File: src/fca_pkg.sv
// Summary of operation
// RULE1: read mode value: no commands taken at all
// RULE2: code mode: no blank check or configuration
// RULE3: data mode: no lock-bit commands
// RULE4: lock flag is OR of six errors
// RULE5: unacceptable command locks instead of executing
// RULE6: software checks mode and status before commands
// RULE7: running: not ready, suspendable, only suspend/stop
// RULE8: configuring: all flags zero, only forced stop
// RULE9: suspending: not ready, only forced stop legal
// RULE10: blank check/lock read: only stop, suspends kept
// RULE11: suspended states show ready and suspend flag
// RULE12: program in erase suspend: other blocks only
// RULE13: programming in erase suspend: only forced stop
// RULE14: locked and ready: clear, stop; suspend ignored
// RULE15: locked not ready: only forced stop
// RULE16: forced stop taken except as a count or data byte, clears all flags
// RULE17: idle acceptance set, suspend ignored
// RULE18: resume only in suspended states
// RULE19: blank check only in data mode
// RULE20: lock-bit commands only in code mode
// RULE21: lock read of suspended block undefined
// RULE22: ready drops at start, rises at completion
// RULE23: command first-byte opcodes
// RULE24: acceptance judged on first write only
package fca_pkg;
   localparam int AW = 8;
   localparam int DW = 32;
   localparam logic [AW-1:0] OFF_MODE   = 8'h00;
   localparam logic [AW-1:0] OFF_STATUS = 8'h04;
   localparam logic [AW-1:0] OFF_ACCESS = 8'h08;
   localparam logic [AW-1:0] OFF_BLOCK  = 8'h0C;
   localparam logic [AW-1:0] OFF_CMD    = 8'h10;
   localparam logic [15:0] MODE_READ_VAL = 16'h0000;
   localparam logic [15:0] MODE_CODE_VAL = 16'h0001;
   localparam logic [15:0] MODE_DATA_VAL = 16'h0080;
   localparam logic [15:0] MODE_RST      = 16'h0000;
   localparam logic [15:0] BLOCK_RST     = 16'h0000;
   // status word bit positions
   localparam int ST_RDY_BIT = 0;
   localparam int ST_SRDY_BIT = 1;
   localparam int ST_ESPD_BIT = 2;
   localparam int ST_PSPD_BIT = 3;
   localparam int ST_ERR_LSB = 4;
   localparam int ACC_LOCK_BIT = 0;
   // first bytes, and the final byte
   localparam logic [7:0] OP_PROG  = 8'hE8; // RULE23
   localparam logic [7:0] OP_ERASE = 8'h20;
   localparam logic [7:0] OP_SUSP  = 8'hB0;
   localparam logic [7:0] OP_RES   = 8'hD0;
   localparam logic [7:0] OP_CLR   = 8'h50;
   localparam logic [7:0] OP_FSTOP = 8'hB3;
   localparam logic [7:0] OP_BCLR  = 8'h71;
   localparam logic [7:0] OP_CFG   = 8'h40;
   localparam logic [7:0] OP_LBP   = 8'h77;
   localparam logic [7:0] OP_FINAL = 8'hD0;

   typedef enum logic [1:0] {MD_READ, MD_CODE, MD_DATA} fca_mode_e;
   typedef enum logic [3:0] {
      S_IDLE, S_COLLECT, S_RUN, S_CFG, S_SUSPENDING, S_BCLR,
      S_PSUSP, S_ESUSP, S_PRG_IN_ERS, S_LBP, S_FSTOP
   } fca_state_e;
   typedef enum logic [1:0] {PH_COUNT, PH_DATA, PH_FINAL} fca_phase_e;
   typedef enum logic [1:0] {V_ACC, V_IGN, V_ILL} fca_verdict_e;

   // error flags reported by the execution engine, one-cycle pulses
   typedef struct packed {
      logic lock_write_err;
      logic read_detect_err;
      logic fw_unit_err;
      logic program_err;
      logic erase_err;
   } fca_exec_err_s;

   typedef struct packed {
      logic        start;
      logic [7:0]  cmd;
      logic [15:0] block;
   } fca_exec_req_s;
endpackage

File: src/fca_top.sv
`timescale 1ns/1ps
module fca_top
   import fca_pkg::*;
(
   input  wire logic          sys_clk,
   input  wire logic          rst_n,
   input  wire logic [AW-1:0] addr,
   input  wire logic [DW-1:0] wr_data,
   input  wire logic          wr_en,
   input  wire logic          rd_en,
   output logic      [DW-1:0] rd_data,
   input  wire logic          exec_done,
   input  wire logic          exec_suspended,
   input  fca_exec_err_s      exec_err,
   output fca_exec_req_s      exec_req,
   output logic      [15:0]   exec_data,
   output logic               exec_data_valid
);
   logic [15:0]   mode_entry_reg;
   logic [15:0]   block_reg;
   logic [DW-1:0] rd_data_reg;
   fca_state_e    state_reg;
   fca_state_e    ret_reg;
   fca_phase_e    phase_reg;
   logic [7:0]    col_cmd_reg;
   logic [7:0]    col_cnt_reg;
   logic [15:0]   col_blk_reg;
   logic [15:0]   ers_blk_reg;
   logic          run_prog_reg;
   logic          ready_flag;
   logic          erase_suspended_flag;
   logic          program_suspended_flag;
   logic          illegal_cmd_err;
   fca_exec_err_s err_reg;
   fca_exec_req_s req_reg;
   logic [15:0]   xdata_reg;
   logic          xvalid_reg;

   fca_mode_e    mode;
   logic         cmd_wr;
   logic         first_wr;
   logic [7:0]   op;
   fca_verdict_e verdict;
   logic         acc_first;
   logic         fin_ok;
   logic         col_fstop;
   logic         col_bad;
   logic         fs_evt;
   logic         clr_evt;
   logic         ill_evt;
   logic         suspend_ready_flag;
   logic         cmd_lock_flag;
   logic [DW-1:0] status_word;

   function automatic fca_mode_e mode_f(input logic [15:0] v);
      if (v == MODE_CODE_VAL)
         return MD_CODE;
      else if (v == MODE_DATA_VAL)
         return MD_DATA;
      else
         return MD_READ;
   endfunction

   // acceptance matrix: mode first, then forced stop, lock, state
   function automatic fca_verdict_e verdict_f(
      input logic [7:0] c,
      input fca_mode_e  md,
      input fca_state_e st,
      input logic       lk,
      input logic       rdy,
      input logic       same_blk
   );
      fca_verdict_e v;
      v = V_ILL;
      if (md == MD_READ)
         v = V_IGN;                                   // RULE1
      else if (c == OP_FSTOP)
         v = V_ACC;                                   // RULE16
      else if (lk)
      begin
         if (rdy && c == OP_CLR)
            v = V_ACC;                                // RULE14
         else if (rdy && c == OP_SUSP)
            v = V_IGN;                                // RULE14
         else
            v = V_ILL;                                // RULE15
      end
      else
      begin
         unique case (st)
            S_IDLE:
            begin
               // 71h is blank check in data mode, lock read in code mode
               if (c == OP_PROG || c == OP_ERASE || c == OP_CLR ||
                   c == OP_BCLR)
                  v = V_ACC;                          // RULE17 RULE19
               else if (c == OP_SUSP)
                  v = V_IGN;                          // RULE17
               else if (c == OP_CFG && md == MD_DATA)
                  v = V_ACC;                          // RULE2 RULE3
               else if (c == OP_LBP && md == MD_CODE)
                  v = V_ACC;                          // RULE20 RULE3
            end
            S_RUN:
               if (c == OP_SUSP)
                  v = V_ACC;                          // RULE7
            S_PSUSP, S_ESUSP:
            begin
               if (c == OP_RES || c == OP_CLR || c == OP_BCLR)
                  v = V_ACC;                          // RULE11 RULE18
               else if (c == OP_PROG && st == S_ESUSP && !same_blk)
                  v = V_ACC;                          // RULE12
            end
            S_COLLECT, S_CFG, S_SUSPENDING, S_BCLR, S_PRG_IN_ERS,
            S_LBP, S_FSTOP:
               v = V_ILL;                             // RULE8 RULE9 RULE13
         endcase
      end
      return v;
   endfunction

   assign mode = mode_f(mode_entry_reg);
   assign cmd_lock_flag = illegal_cmd_err | (|err_reg);        // RULE4
   assign suspend_ready_flag = (state_reg == S_RUN);           // RULE7
   assign status_word = {{(DW - ST_ERR_LSB - 6){1'b0}},
                         err_reg.lock_write_err, err_reg.read_detect_err,
                         err_reg.fw_unit_err, err_reg.program_err,
                         err_reg.erase_err, illegal_cmd_err,
                         program_suspended_flag, erase_suspended_flag,
                         suspend_ready_flag, ready_flag};

   always_comb
   begin
      cmd_wr    = wr_en && (addr == OFF_CMD) && (mode != MD_READ);
      op        = wr_data[7:0];
      first_wr  = cmd_wr && (state_reg != S_COLLECT);       // RULE24
      verdict   = verdict_f(op, mode, state_reg, cmd_lock_flag, ready_flag,
                            block_reg == ers_blk_reg);
      acc_first = first_wr && (verdict == V_ACC);
      fin_ok    = cmd_wr && (state_reg == S_COLLECT) &&
                  (phase_reg == PH_FINAL) && (op == OP_FINAL);
      col_fstop = cmd_wr && (state_reg == S_COLLECT) &&
                  (phase_reg == PH_FINAL) && (op == OP_FSTOP);
      col_bad   = cmd_wr && (state_reg == S_COLLECT) &&
                  (phase_reg == PH_FINAL) && !fin_ok && !col_fstop;
      fs_evt    = (acc_first && op == OP_FSTOP) || col_fstop;
      clr_evt   = acc_first && (op == OP_CLR);
      ill_evt   = (first_wr && verdict == V_ILL) || col_bad;   // RULE5
   end

   // software registers
   always_ff @(posedge sys_clk or negedge rst_n)
   begin
      if (!rst_n)
      begin
         mode_entry_reg <= MODE_RST;
         block_reg      <= BLOCK_RST;
      end
      else if (wr_en)
      begin
         if (addr == OFF_MODE)
            mode_entry_reg <= wr_data[15:0];
         if (addr == OFF_BLOCK)
            block_reg <= wr_data[15:0];
      end
   end

   // read data stands for one cycle only; unmapped reads return zero
   always_ff @(posedge sys_clk or negedge rst_n)
   begin
      if (!rst_n)
         rd_data_reg <= '0;
      else if (!rd_en)
         rd_data_reg <= '0;
      else
      begin
         unique case (addr)
            OFF_MODE:   rd_data_reg <= {16'h0000, mode_entry_reg};
            OFF_STATUS: rd_data_reg <= status_word;
            OFF_ACCESS: rd_data_reg <= {{(DW-1){1'b0}}, cmd_lock_flag};
            OFF_BLOCK:  rd_data_reg <= {16'h0000, block_reg};
            default:    rd_data_reg <= '0;
         endcase
      end
   end

   // error flags: hardware set wins over any clear in the same cycle
   always_ff @(posedge sys_clk or negedge rst_n)
   begin
      if (!rst_n)
      begin
         illegal_cmd_err <= 1'b0;
         err_reg         <= '0;
      end
      else
      begin
         if (ill_evt)
            illegal_cmd_err <= 1'b1;                  // RULE5
         else if (clr_evt || fs_evt)
            illegal_cmd_err <= 1'b0;
         // status clear leaves fw/read-detect/lock-write errors standing
         err_reg.erase_err <= exec_err.erase_err ||
            (err_reg.erase_err && !clr_evt && !fs_evt);
         err_reg.program_err <= exec_err.program_err ||
            (err_reg.program_err && !clr_evt && !fs_evt);
         err_reg.fw_unit_err <= exec_err.fw_unit_err ||
            (err_reg.fw_unit_err && !fs_evt);
         err_reg.read_detect_err <= exec_err.read_detect_err ||
            (err_reg.read_detect_err && !fs_evt);
         err_reg.lock_write_err <= exec_err.lock_write_err ||
            (err_reg.lock_write_err && !fs_evt);
      end
   end

   // sequencer state, ready and suspended flags
   // a command written in the very cycle the engine finishes is judged
   // against the old state; only forced stop overrides completion
   always_ff @(posedge sys_clk or negedge rst_n)
   begin
      if (!rst_n)
      begin
         state_reg              <= S_IDLE;
         ret_reg                <= S_IDLE;
         phase_reg              <= PH_COUNT;
         col_cmd_reg            <= 8'h00;
         col_cnt_reg            <= 8'h00;
         col_blk_reg            <= BLOCK_RST;
         ers_blk_reg            <= BLOCK_RST;
         run_prog_reg           <= 1'b0;
         ready_flag             <= 1'b1;
         erase_suspended_flag   <= 1'b0;
         program_suspended_flag <= 1'b0;
      end
      else if (fs_evt)
      begin
         state_reg              <= S_FSTOP;           // RULE16
         ready_flag             <= 1'b0;              // RULE16
         erase_suspended_flag   <= 1'b0;
         program_suspended_flag <= 1'b0;
      end
      else if (exec_done && state_reg != S_IDLE && state_reg != S_COLLECT &&
               state_reg != S_PSUSP && state_reg != S_ESUSP)
      begin
         ready_flag <= 1'b1;                          // RULE22
         unique case (state_reg)
            S_SUSPENDING:
            begin
               // finishing before the suspend took effect is not an error
               if (exec_suspended && run_prog_reg)
               begin
                  state_reg              <= S_PSUSP;  // RULE11
                  program_suspended_flag <= 1'b1;
               end
               else if (exec_suspended)
               begin
                  state_reg            <= S_ESUSP;    // RULE11
                  erase_suspended_flag <= 1'b1;
               end
               else
                  state_reg <= S_IDLE;
            end
            S_PRG_IN_ERS:
               state_reg <= S_ESUSP;
            S_BCLR:
               state_reg <= erase_suspended_flag   ? S_ESUSP :
                            program_suspended_flag ? S_PSUSP : S_IDLE;
            default:
               state_reg <= S_IDLE;
         endcase
      end
      else if (ill_evt && state_reg == S_COLLECT)
         state_reg <= ret_reg;
      else if (acc_first)
      begin
         unique case (op)
            OP_SUSP:
               state_reg <= S_SUSPENDING;             // RULE9
            OP_RES:
            begin
               state_reg              <= S_RUN;       // RULE18
               ready_flag             <= 1'b0;        // RULE22
               erase_suspended_flag   <= 1'b0;
               program_suspended_flag <= 1'b0;
            end
            OP_PROG, OP_ERASE, OP_BCLR, OP_CFG, OP_LBP:
            begin
               state_reg   <= S_COLLECT;
               ret_reg     <= state_reg;
               col_cmd_reg <= op;
               col_blk_reg <= block_reg;
               phase_reg   <= (op == OP_PROG || op == OP_CFG) ?
                              PH_COUNT : PH_FINAL;
            end
            default:
               state_reg <= state_reg;                // status clear
         endcase
      end
      else if (cmd_wr && state_reg == S_COLLECT)
      begin
         unique case (phase_reg)
            PH_COUNT:
            begin
               col_cnt_reg <= op;
               phase_reg   <= (op == 8'h00) ? PH_FINAL : PH_DATA;
            end
            PH_DATA:
            begin
               col_cnt_reg <= col_cnt_reg - 8'h01;
               if (col_cnt_reg == 8'h01)
                  phase_reg <= PH_FINAL;
            end
            PH_FINAL:
            begin
               ready_flag <= 1'b0;                    // RULE22
               unique case (col_cmd_reg)
                  OP_PROG:
                  begin
                     state_reg    <= (ret_reg == S_ESUSP) ?
                                     S_PRG_IN_ERS : S_RUN;  // RULE13
                     run_prog_reg <= 1'b1;
                  end
                  OP_ERASE:
                  begin
                     state_reg    <= S_RUN;           // RULE7
                     run_prog_reg <= 1'b0;
                     ers_blk_reg  <= col_blk_reg;
                  end
                  OP_BCLR:
                     state_reg <= S_BCLR;             // RULE10
                  OP_CFG:
                     state_reg <= S_CFG;              // RULE8
                  default:
                     state_reg <= S_LBP;
               endcase
            end
         endcase
      end
   end

   // requests to the execution engine; a lock read aimed at the
   // suspended erase block is passed on, its result is undefined RULE21
   always_ff @(posedge sys_clk or negedge rst_n)
   begin
      if (!rst_n)
      begin
         req_reg    <= '0;
         xdata_reg  <= 16'h0000;
         xvalid_reg <= 1'b0;
      end
      else
      begin
         req_reg.start <= 1'b0;
         xvalid_reg    <= 1'b0;
         if (fs_evt || (acc_first && (op == OP_SUSP || op == OP_RES)))
         begin
            req_reg.start <= 1'b1;
            req_reg.cmd   <= fs_evt ? OP_FSTOP : op;
            req_reg.block <= (op == OP_RES) ? ers_blk_reg : block_reg;
         end
         else if (fin_ok)
         begin
            req_reg.start <= 1'b1;
            req_reg.cmd   <= col_cmd_reg;
            req_reg.block <= col_blk_reg;
         end
         if (cmd_wr && state_reg == S_COLLECT && phase_reg == PH_DATA)
         begin
            xdata_reg  <= wr_data[15:0];
            xvalid_reg <= 1'b1;
         end
      end
   end

   assign rd_data         = rd_data_reg;
   assign exec_req        = req_reg;
   assign exec_data       = xdata_reg;
   assign exec_data_valid = xvalid_reg;
endmodule

File: config.mk
export PLATFORM = sky130hd
export DESIGN_NAME = fca_top
export DESIGN_NICKNAME = d
export VERILOG_FILES = /design/src/fca_pkg.sv /design/src/fca_top.sv
export SDC_FILE = /design/constraint.sdc
export NUM_CORES = 1
export LEC_CHECK = 0
export ABC_AREA = 1
export BUFFER_PORTS_ARGS = -buffer_cell sky130_fd_sc_hd__buf_2
export CORE_ASPECT_RATIO = 1.1
export CORE_MARGIN = 10
export CORE_UTILIZATION = 57
export CTS_CLUSTER_SIZE = 25
export DETAILED_ROUTE_END_ITERATION = 7
export PLACE_DENSITY = 0.8
export SYNTH_ARGS = -nofsm -noshare
export SYNTH_HDL_FRONTEND = slang
export SYNTH_SLANG_ARGS = --single-unit
File: constraint.sdc
create_clock -name sys_clk -period 2.6 [get_ports sys_clk]
set_clock_uncertainty 0.05 [all_clocks]
set_input_delay 0.13 -clock sys_clk [delete_from_list [all_inputs] [get_ports sys_clk]]
set_output_delay 0.13 -clock sys_clk [all_outputs]
set_load 0.05 [all_outputs]
======== After elaboration in Yosys (flattened, before gate mapping) ========
Index checks and enable logic that the tools add are counted.
Widths: inputs -> output; s select.
storage, ports and cells
  output and inout port bits .............. 74
  bits of input ports ..................... 51
  logic and storage cells ................. 235
  bits in registers ....................... 174
operators by class
  reductions and logical operators ........ 90
  bitwise operators ....................... 5
  multiplexer cells ....................... 65
  add/subtract/negate cells ............... 1
  equal/unequal tests ..................... 49
operators with widths
  kind                 count
  $pmux 16 s4          1
  $mux 25              2
  $eq 8x7->1 const B   6
  $eq 8x8->1 const B   5
  $mux 2               20
  $logic_and 1x1->1    34
  $mux 16              2
  $mux 4               7
  $pmux 4 s3           2
  $mux 1               21
  $reduce_and 7->1     3
  $eq 4x3->1 const B   5
  $eq 16x1->1 const B  1
  $eq 16x16->1         1
  $eq 16x8->1 const B  1
  $eq 8x4->1 const B   2
  $eq 8x6->1 const B   2
  $logic_not 8->1      2
  $logic_or 1x1->1     16
  $pmux 4 s4           1
  $pmux 8 s2           1
  $eq 4x4->1 const B   3
  $mux 3               4
  $ne 3x3->1 const B   4
  34 further kinds     64

======== Logic depth before layout (Yosys ltp) ========
Gate-level depths: netlist (run 1).
  depth after elaboration ................. 20
  mapped depth ............................ 20
  gate-level depth less buffers ........... 19

======== Least setup slack after synthesis (run 1) ========
No wires, ideal clock.
  path type ............................... register -> register
  start ................................... register mode_entry_reg[10]
  end ..................................... register col_cmd_reg[7]
  period minus slack after synthesis ...... 2146 ps
  slack ................................... 454 ps
  required time ........................... 2474 ps
  stages on the path, launching flop included .. 17
  data arrival time ....................... 2020 ps
  library setup time ...................... 76 ps
  buffers on the path ..................... 2
  cell sequence ........................... dfrtp_1 nor2_1 nand2_1 nor2_1 o21a_1 nand2_1 inv_2 nand3_2 nor2_2 nand2_2 inv_2 nor2_4 nand3_1 buf_4 buf_4 nand2_1 o21ai_1
between the ends
  cells in the longest elaborated chain, start to end .. 19
  elaborated cells between the ends (all ways) .. 39
  those cells by class .................... eq/ne (5); mux (10); bitwise (2); reduce/logical (22)
RTL lines
  item                                                   RTL line                        source
  start, declared                                        fca_top.sv:19                   logic [15:0] mode_entry_reg;
  start signal, assigned                                 fca_top.sv:162                  mode_entry_reg <= wr_data[15:0];
  $eq 16x8->1                                            fca_top.sv:58                   else if (v == MODE_DATA_VAL)
  $mux 2                                                 fca_top.sv:58
  $mux 2 *                                               fca_top.sv:56                   if (v == MODE_CODE_VAL)
  $eq 2x1->1                                             fca_top.sv:101                  else if (c == OP_LBP && md == MD_CODE)
  $logic_and 1x1->1                                      fca_top.sv:101
  $mux 2                                                 fca_top.sv:101
  $mux 2                                                 fca_top.sv:99                   else if (c == OP_CFG && md == MD_DATA)
  $mux 2                                                 fca_top.sv:97                   else if (c == OP_SUSP)
  [3 not listed]                                         -
  $mux 2                                                 fca_top.sv:77                   else if (c == OP_FSTOP)
  $mux 2                                                 fca_top.sv:75                   if (md == MD_READ)
  $eq 2x2->1 or $logic_not 2->1 (tied branches)          fca_top.sv:148, fca_top.sv:139
  $logic_and 1x1->1, on equally long branches            fca_top.sv:148, fca_top.sv:139
  $logic_or 1x1->1 or $logic_and 1x1->1 (tied branches)  fca_top.sv:148, fca_top.sv:146
  $logic_and 1x1->1 or $logic_or 1x1->1 (tied branches)  fca_top.sv:271, fca_top.sv:146
  $not 1->1 (no source line)                             -
  $reduce_and 5->1 (no source line) *                    -
  end signal, assigned                                   fca_top.sv:289                  col_cmd_reg <= op;
  end, declared                                          fca_top.sv:25                   logic [7:0] col_cmd_reg;
Every way passes the cells marked *; elsewhere a longest branch is shown, timed or not.
A chain may end at the register's enable or synchronous reset.

======== Worst setup path after layout (run 1) ========
  start ................................... register state_reg[2]
  end ..................................... register col_cmd_reg[0]
between the ends
  cells in the longest elaborated chain, start to end .. 15
  elaborated cells between the ends (all ways) .. 50
  those cells by class .................... eq/ne (14); mux (6); bitwise (3); reduce/logical (27)
RTL lines
  item                                                   RTL line                        source
  start, declared                                        fca_top.sv:22                   fca_state_e state_reg;
  start signal, assigned                                 fca_top.sv:265                  state_reg <= erase_suspended_flag ? S_ESUSP :
  start signal, assigned                                 fca_top.sv:272                  state_reg <= ret_reg;
  start signal, assigned                                 fca_top.sv:295                  state_reg <= state_reg;
  $eq 4x3->1                                             fca_top.sv:90, fca_top.sv:111
  $logic_and 1x1->1 (2 in series)                        fca_top.sv:111                  else if (c == OP_PROG && st == S_ESUSP && !same_blk)
  $mux 2                                                 fca_top.sv:111
  $mux 2                                                 fca_top.sv:109                  if (c == OP_RES || c == OP_CLR || c == OP_BCLR)
  $pmux 2 s4                                             fca_top.sv:90                   unique case (st)
  $mux 2                                                 fca_top.sv:79                   else if (lk)
  $mux 2                                                 fca_top.sv:77
  $mux 2                                                 fca_top.sv:75
  $eq 2x2->1 or $logic_not 2->1 (tied branches)          fca_top.sv:148, fca_top.sv:139
  $logic_and 1x1->1, on equally long branches            fca_top.sv:148, fca_top.sv:139
  $logic_or 1x1->1 or $logic_and 1x1->1 (tied branches)  fca_top.sv:148, fca_top.sv:146
  $logic_and 1x1->1 or $logic_or 1x1->1 (tied branches)  fca_top.sv:271, fca_top.sv:146
  $not 1->1 (no source line)                             -
  $reduce_and 5->1 (no source line) *                    -
Marks and branches as above.

==> run_results.csv, run 1 <==
group,metric,value,unit
clock_tree,cts.sinks,158,
sta,slew_violations,0,
placed_design,gp_routability_congestion,0.918,
hold_path,min_path_type,"in2reg",
setup_path,cp.buffers_inverters,4,
detailed_routing,post_drt_via_cell_ratio,5.47,
logic_synthesis,synth_area_leaders,"dfrtp_1, nand2_1, inv_1",
setup_path,critical-path-slowest-cell,"dfrtp_1",
detailed_routing,drtPass1Iterations,5,
pwr,power.density,608,mW/mm²
grt,track_usage,23.9,%
logic_synthesis,yosys.area.top_type_share,49.2,%
sta,fmax,403,MHz
floorplan,die_x,133,µm
clock_tree,clock_path_buffers,2,
grt,antenna_found_initial,0,
grt,grt_pass1_vias,7071,
logic_synthesis,synth_edf_count,0,
logic_synthesis,syn_inst,1042,
detailed_routing,antenna_left,0,
floorplan,initial_core_util,57.9,%
floorplan,io_pins,125,
logic_synthesis,syn_area,0.00799,mm²
sta,finalHoldViolCount,0,
detailed_routing,detail_route.wirelength,22800,µm
cells_and_area,final_util,70.6,%
pwr,ir_worst_vdd,431,µV
logic_synthesis,yosysWarnings,0,
setup_path,cp_max_fo,28,
flow_run,cap_violations,0,
placed_design,post_dp_cell_area,0.00884,mm²
placed_design,io_buffers,92,
grt,grt_pass1_wl,36500,µm
clock_tree,htree_num_levels,4,
cells_and_area,largest_register_ffs,25,
setup_path,worst-setup-path-type,"reg2reg",
setup_path,endpoint_kind,"register",
sta,timing.final.crit_share,95.4,%
cells_and_area,drive_gt1_share,17.7,%
hold_path,min-delay-start,"wr_data[8]",
sta,relSlewSlack,51.6,%
setup_path,required,2900,ps
pwr,power_leakage,5.08,nW
logic_synthesis,yosysTopAreaCell,"dfrtp_1",
logic_synthesis,syn-mean-instance-area,7.67,µm²
hold_path,hold_path_depth,3,
clock_tree,path_clk_slew,60,ps
placed_design,dpl.hpwl,15900,µm
floorplan,die_h,144,µm
floorplan,fp-row-count,45,
logic_synthesis,yosysMostFrequentCell,"nand2_1",
clock_tree,root_buffer,"clkbuf_16",
setup_path,r2r-start,"state_reg[2]",
logic_synthesis,synth_top_cells_by_count,"nand2_1, dfrtp_1, inv_1",
sta,worstMarginPinSlew,720,ps
floorplan,dieArea,0.0192,mm²
setup_path,rr_worst_depth,14,
cells_and_area,num_antenna_cells,0,
clock_tree,cts_buffers,17,
cells_and_area,fin_area,0.00974,mm²
detailed_routing,drcViolationCount,0,
grt,grt-ovfl-total,0,
setup_path,worstPathArrival,2780,ps
setup_path,worstSetupStartpointType,"register",
logic_synthesis,ys_types,42,
setup_path,worst-path-stages,14,
logic_synthesis,synth-seq-cells,158,
sta,finalCriticalPeriod,2480,ps
floorplan,core_area,0.0138,mm²
logic_synthesis,async_flop_share,100,%
detailed_routing,via_count,7565,
logic_synthesis,seq_area_frac_synth,49.5,%
cells_and_area,nNetsFinal,1235,
setup_path,path_cells,"inv_1 > nor2_1 > nand2_1 > nor3_1 > nand2_1 > a21oi_1 > nand2_2 > nand2_2 > nand2_4 > buf_4 > inv_2 > nand3_4 > clkbuf_16 > o21ai_1",
setup_path,crit_start,"state_reg[2]",
cells_and_area,area_growth,21.9,%
run_status,status,"complete, no violations",
setup_path,cp_slowest_stage_delay,340,ps
detailed_routing,first_iter_violations,804,
setup_path,critical-path-top-delay-family,"simple AND/OR/NAND/NOR gates",
clock_tree,worstSkewPairLatency,430,ps
clock_tree,cts_tree,"yes",
grt,grt_max_degree,67,
sta,setup_viol,0,
detailed_routing,wl_per_cell,16.5,µm
logic_synthesis,synthFlopType,"dfrtp_1",
## power by group
part           switching [mW]  leakage [nW]  total, mW  internal [mW]
logic                   0.502          2.73      0.729          0.228
clock network            1.08         0.298       2.61           1.53
registers              0.0714          2.05       2.59           2.52
## worst paths after layout
kind                             endpoint  slack [ps]
max                        col_cmd_reg[0]         120
min                          exec_data[8]          10
max reg2reg                col_cmd_reg[0]         120
min reg2reg                  exec_req[18]         420
max in group asynchronous      ready_flag        1640
min in group asynchronous   exec_data[13]         110
## cell usage in the layout, fill, tap and decap left out, types with 4 or more instances in the layout
cell type and n:
nand2_2 8, o21bai_1 5, nor4_1 6, buf_12 6
inv_2 12, clkbuf_16 19, o21ai_1 51, inv_6 4
nand2_4 4, nor3_1 6, o211ai_1 19, buf_4 37
dfrtp_1 155, dlygate4sd3_1 14, o221ai_1 6, inv_1 120
o21ai_0 73, nor2_4 4, a21oi_1 18, nor2_1 77
buf_2 91, nand3_1 58, nand2_1 330, conb_1 16
nand4_1 12
## area by class of cell
cell class,instances,area [µm²]
Fill cell,1095,4050
Sequential cell,158,3960
Multi-Input combinational cell,722,3390
Timing Repair Buffer,151,1050
Inverter,132,495
Clock buffer,18,429
Tap cell,188,235
Clock inverter,14,180
## logic make-up after synthesis
| group | count (synthesis) | share of synthesized area [%] |
|---|---|---|
| buffers and inverters | 177 | 9.79 |
| DFF | 158 | 49.5 |
| AOI/OAI and AO/OA | 183 | 12.9 |
| and+or+nand+nor | 521 | 27.5 |
| adders and majority gates | 2 | 0.313 |
| other | 1 | 0.0469 |
## per-layer routing
layer	up-vias	wire length, µm	track usage [%]
li1	3600	-	-
met1	3545	9450	31.2
met2	366	10800	37.6
met3	54	2040	6.90
met4	0	512	7.42
met5	-	0	0
## timing repair
action | CTS | global route
hold endpoints to repair | 136 | 0
setup endpoints to repair | 0 | 78
setup buffers | 0 | 3
hold buffers | 14 | 0
gates resized for setup | 0 | 20
## metrics by stage
stage / TNS [ps] / worst slack, ps / power, mW / std cells / hold slack (ps)
after floorplan: 0 / 454 / 3.05 / 1057 / -216
after global placement: 0 / 165 / 3.29 / 1332 / -1.19
after detailed placement: 0 / 139 / 3.30 / 1332 / 0.483
after CTS: 0 / 77.1 / 5.89 / 1378 / 6.51
after global routing: -1090 / -52.9 / 6.13 / 1383 / 20.2
final: 0 / 120 / 5.93 / 1383 / 12.0
## worst min-delay path: stages
cell,delay (ps)
buf_2,80
inv_1,90
o21ai_1,150
Note: power is estimated with default switching activity, not from simulation.
==> run 2, diff against run 1 <==
--- a/config.mk
+++ b/config.mk
@@ -5,7 +5,6 @@
 export SDC_FILE = /design/constraint.sdc
 export NUM_CORES = 1
 export LEC_CHECK = 0
-export ABC_AREA = 1
 export BUFFER_PORTS_ARGS = -buffer_cell sky130_fd_sc_hd__buf_2
 export CORE_ASPECT_RATIO = 1.1
 export CORE_MARGIN = 10
==> run_results.csv, run 2 <==
group,metric,value,unit
run_status,status,"finished, violations left",
run_status,violations,"setup timing",
placed_design,dpl.hpwl,17100,µm
sta,setup_ws,-128,ps
logic_synthesis,syn_inst,757,
clock_tree,root_buffer,"clkbuf_16",
clock_tree,cts_buffers,17,
cells_and_area,largest_register_ffs,25,
cells_and_area,nNetsFinal,1014,
logic_synthesis,synth_area_leaders,"dfrtp_1, mux2_2, nand2_1",
sta,finalHoldViolCount,0,
sta,timing.final.crit_share,105,%
logic_synthesis,synthFlopType,"dfrtp_1",
detailed_routing,via_count,6934,
clock_tree,cts.sinks,158,
grt,antenna_found_initial,1,
placed_design,io_buffers,92,
floorplan,die_h,144,µm
sta,worstMarginPinSlew,683,ps
detailed_routing,drtPass1Iterations,5,
sta,finalCriticalPeriod,2730,ps
cells_and_area,regArea,0.00396,mm²
logic_synthesis,yosysMostFrequentCell,"dfrtp_1",
setup_path,required,2870,ps
logic_synthesis,yosysTopAreaCell,"dfrtp_1",
clock_tree,worstSkewPairLatency,430,ps
setup_path,crit_path_end,"col_blk_reg[14]",
floorplan,dieArea,0.0191,mm²
floorplan,fp-row-count,45,
detailed_routing,detail_route.wirelength,24400,µm
floorplan,die_x,133,µm
sta,setup_viol,43,
pwr,p_total,6.02,mW
logic_synthesis,synth_edf_count,0,
clock_tree,clock_path_buffers,2,
pwr,power.density,582,mW/mm²
cells_and_area,layout_common_cells,"dfrtp_1, buf_4, nand2_1",
pwr,ir_worst_vdd,421,µV
setup_path,worstPathArrival,3000,ps
logic_synthesis,ys_types,66,
flow_run,cap_violations,0,
clock_tree,cts_tree,"yes",
sta,setup_tns,-3230,ps
setup_path,crit_start,"mode_entry_reg[13]",
detailed_routing,drcViolationCount,0,
logic_synthesis,async_flop_share,100,%
logic_synthesis,yosysWarnings,0,
grt,grt_pass1_vias,7164,
grt,track_usage,25.8,%
setup_path,worst-path-stages,10,
setup_path,rrSetupSlack,-130,ps
setup_path,rr_worst_depth,10,
logic_synthesis,synth-seq-cells,158,
setup_path,r2r-start,"mode_entry_reg[13]",
clock_tree,path_clk_slew,60,ps
setup_path,r2r_end,"col_blk_reg[14]",
detailed_routing,post_drt_via_cell_ratio,5.97,
cells_and_area,final_common_cell,"dfrtp_1",
placed_design,gp_routability_congestion,0.945,
detailed_routing,antenna_left,0,
logic_synthesis,yosys.area.top_type_share,49.3,%
grt,grt_max_degree,67,
pwr,power_leakage,5.41,nW
setup_path,cp.buffers_inverters,2,
logic_synthesis,seq_area_frac_synth,49.7,%
floorplan,initial_core_util,58.0,%
setup_path,endpoint_kind,"register",
setup_path,worstSetupStartpointType,"register",
logic_synthesis,syn_area,0.00796,mm²
detailed_routing,wl_per_cell,21.0,µm
sta,slew_violations,0,
placed_design,dp_slack,-378,ps
setup_path,critical-path-slowest-cell,"dfrtp_1",
cells_and_area,drive_gt1_share,39.3,%
cells_and_area,area_growth,29.9,%
logic_synthesis,syn-mean-instance-area,10.5,µm²
hold_path,min_path_type,"in2reg",
setup_path,cp_slowest_stage_delay,390,ps
setup_path,path_cells,"nor4_2 > buf_4 > nand4_1 > a211o_1 > o211ai_2 > a21o_1 > nand2_4 > or3_4 > buf_12 > mux2_4",
sta,relSlewSlack,54.3,%
floorplan,io_pins,125,
grt,grt_pass1_wl,39200,µm
cells_and_area,fillCellCount,952,
grt,grt-ovfl-total,0,
setup_path,cp_max_fo,14,
sta,fmax,367,MHz
cells_and_area,multiInputGateArea,0.00390,mm²
setup_path,worst-setup-path-type,"reg2reg",
floorplan,core_area,0.0137,mm²
sta,grt_setup_unrepaired,"true",
logic_synthesis,synth_top_cells_by_count,"dfrtp_1, nand2_1, mux2_2",
detailed_routing,first_iter_violations,668,
clock_tree,htree_num_levels,4,
setup_path,critical-path-top-delay-family,"simple AND/OR/NAND/NOR gates",
==> run 2: changes by cell type in the layout (fill, tap and decap cells not counted), moves of 16 or more <==
| cell | previous run | this run |
|---|---|---|
| nand2_1 | 330 | 102 |
| inv_1 | 120 | 8 |
| mux2_2 | 0 | 78 |
| buf_4 | 37 | 109 |
| o21ai_1 | 51 | 1 |
| o21ai_0 | 73 | 27 |
| a22oi_1 | 0 | 31 |
| nand3_1 | 58 | 27 |
| nor2_1 | 77 | 47 |
| mux2_4 | 0 | 20 |
| xor2_1 | 0 | 17 |
| o211ai_1 | 19 | 3 |
==> run 2: through the flow <==
step,util (%),cells,hold WS [ps],area [µm²]
floorplan,-,772,-216,8030
global placement,67.9,1108,107,9330
detailed placement,67.9,1108,116,9330
CTS,74.3,1158,2.24,10200
global route,75.3,1161,25.7,10300
finish,75.3,1161,6.33,10300
==> run 2: kinds of logic after synthesis <==
logic type                 after synthesis  synth area share [%]
AOI/OAI and AO/OA                      139                  11.5
xor gates and xnor gates                19                  2.09
adders and majority gates                2                 0.314
buffers and inverters                   66                  4.48
DFF                                    158                  49.7
muxes                                  102                  15.3
other                                    1                0.0471
and+or+nand+nor                        270                  16.6
==> run 2: layout make-up <==
type / count / share of cell area (%)
sequential: 158 / 38.2
clock buffer: 19 / 4.38
clock inverter: 11 / 1.28
antenna: 1 / 0.0242
tap: 188 / 2.27
timing repair buffer: 227 / 15.8
inverter: 9 / 0.326
multi-input combinational: 548 / 37.7
==> run 2: worst min path at each step <==
stage                          to        from  cells after the start
2_1_floorplan        block_reg[0]       rst_n                      0
3_3_place_gp        exec_data[11]       rst_n                      1
3_5_place_dp   mode_entry_reg[11]       rst_n                      1
4_1_cts              exec_data[3]  wr_data[3]                      3
5_1_grt              exec_data[3]  wr_data[3]                      3
6_report             exec_data[3]  wr_data[3]                      3
==> run 2: layer usage <==
layer / vias to the layer above / routed length (µm) / track usage [%]
li1: 3114 / - / -
met1: 3459 / 9910 / 31.5
met2: 316 / 12100 / 43.5
met3: 45 / 1710 / 5.97
met4: 0 / 615 / 10.1
met5: - / 0 / 0
==> run 2: worst register-to-register path: cells and delay by family, from the launching register on <==
kind | cells | cell delay (ps)
AND/OR/NAND/NOR | 4 | 890
flip-flops | 1 | 390
multiplexers | 1 | 310
AO/OA/AOI/OAI | 3 | 620
buffers and inverters | 2 | 350
==> run 2: timing repair <==
action,4_1_cts,5_1_grt
cloned,1,0
hold buffers,15,0
gates resized for setup,23,18
endpoints found under the setup margin,69,81
hold endpoints to repair,92,0
setup buffers,4,3
pin swaps,8,11
==> run 2: where the power goes <==
group / switching (mW) / internal (mW)
registers: 0.0631 / 2.52
logic: 0.548 / 0.367
clock network: 1.05 / 1.47
total: 1.67 / 4.35
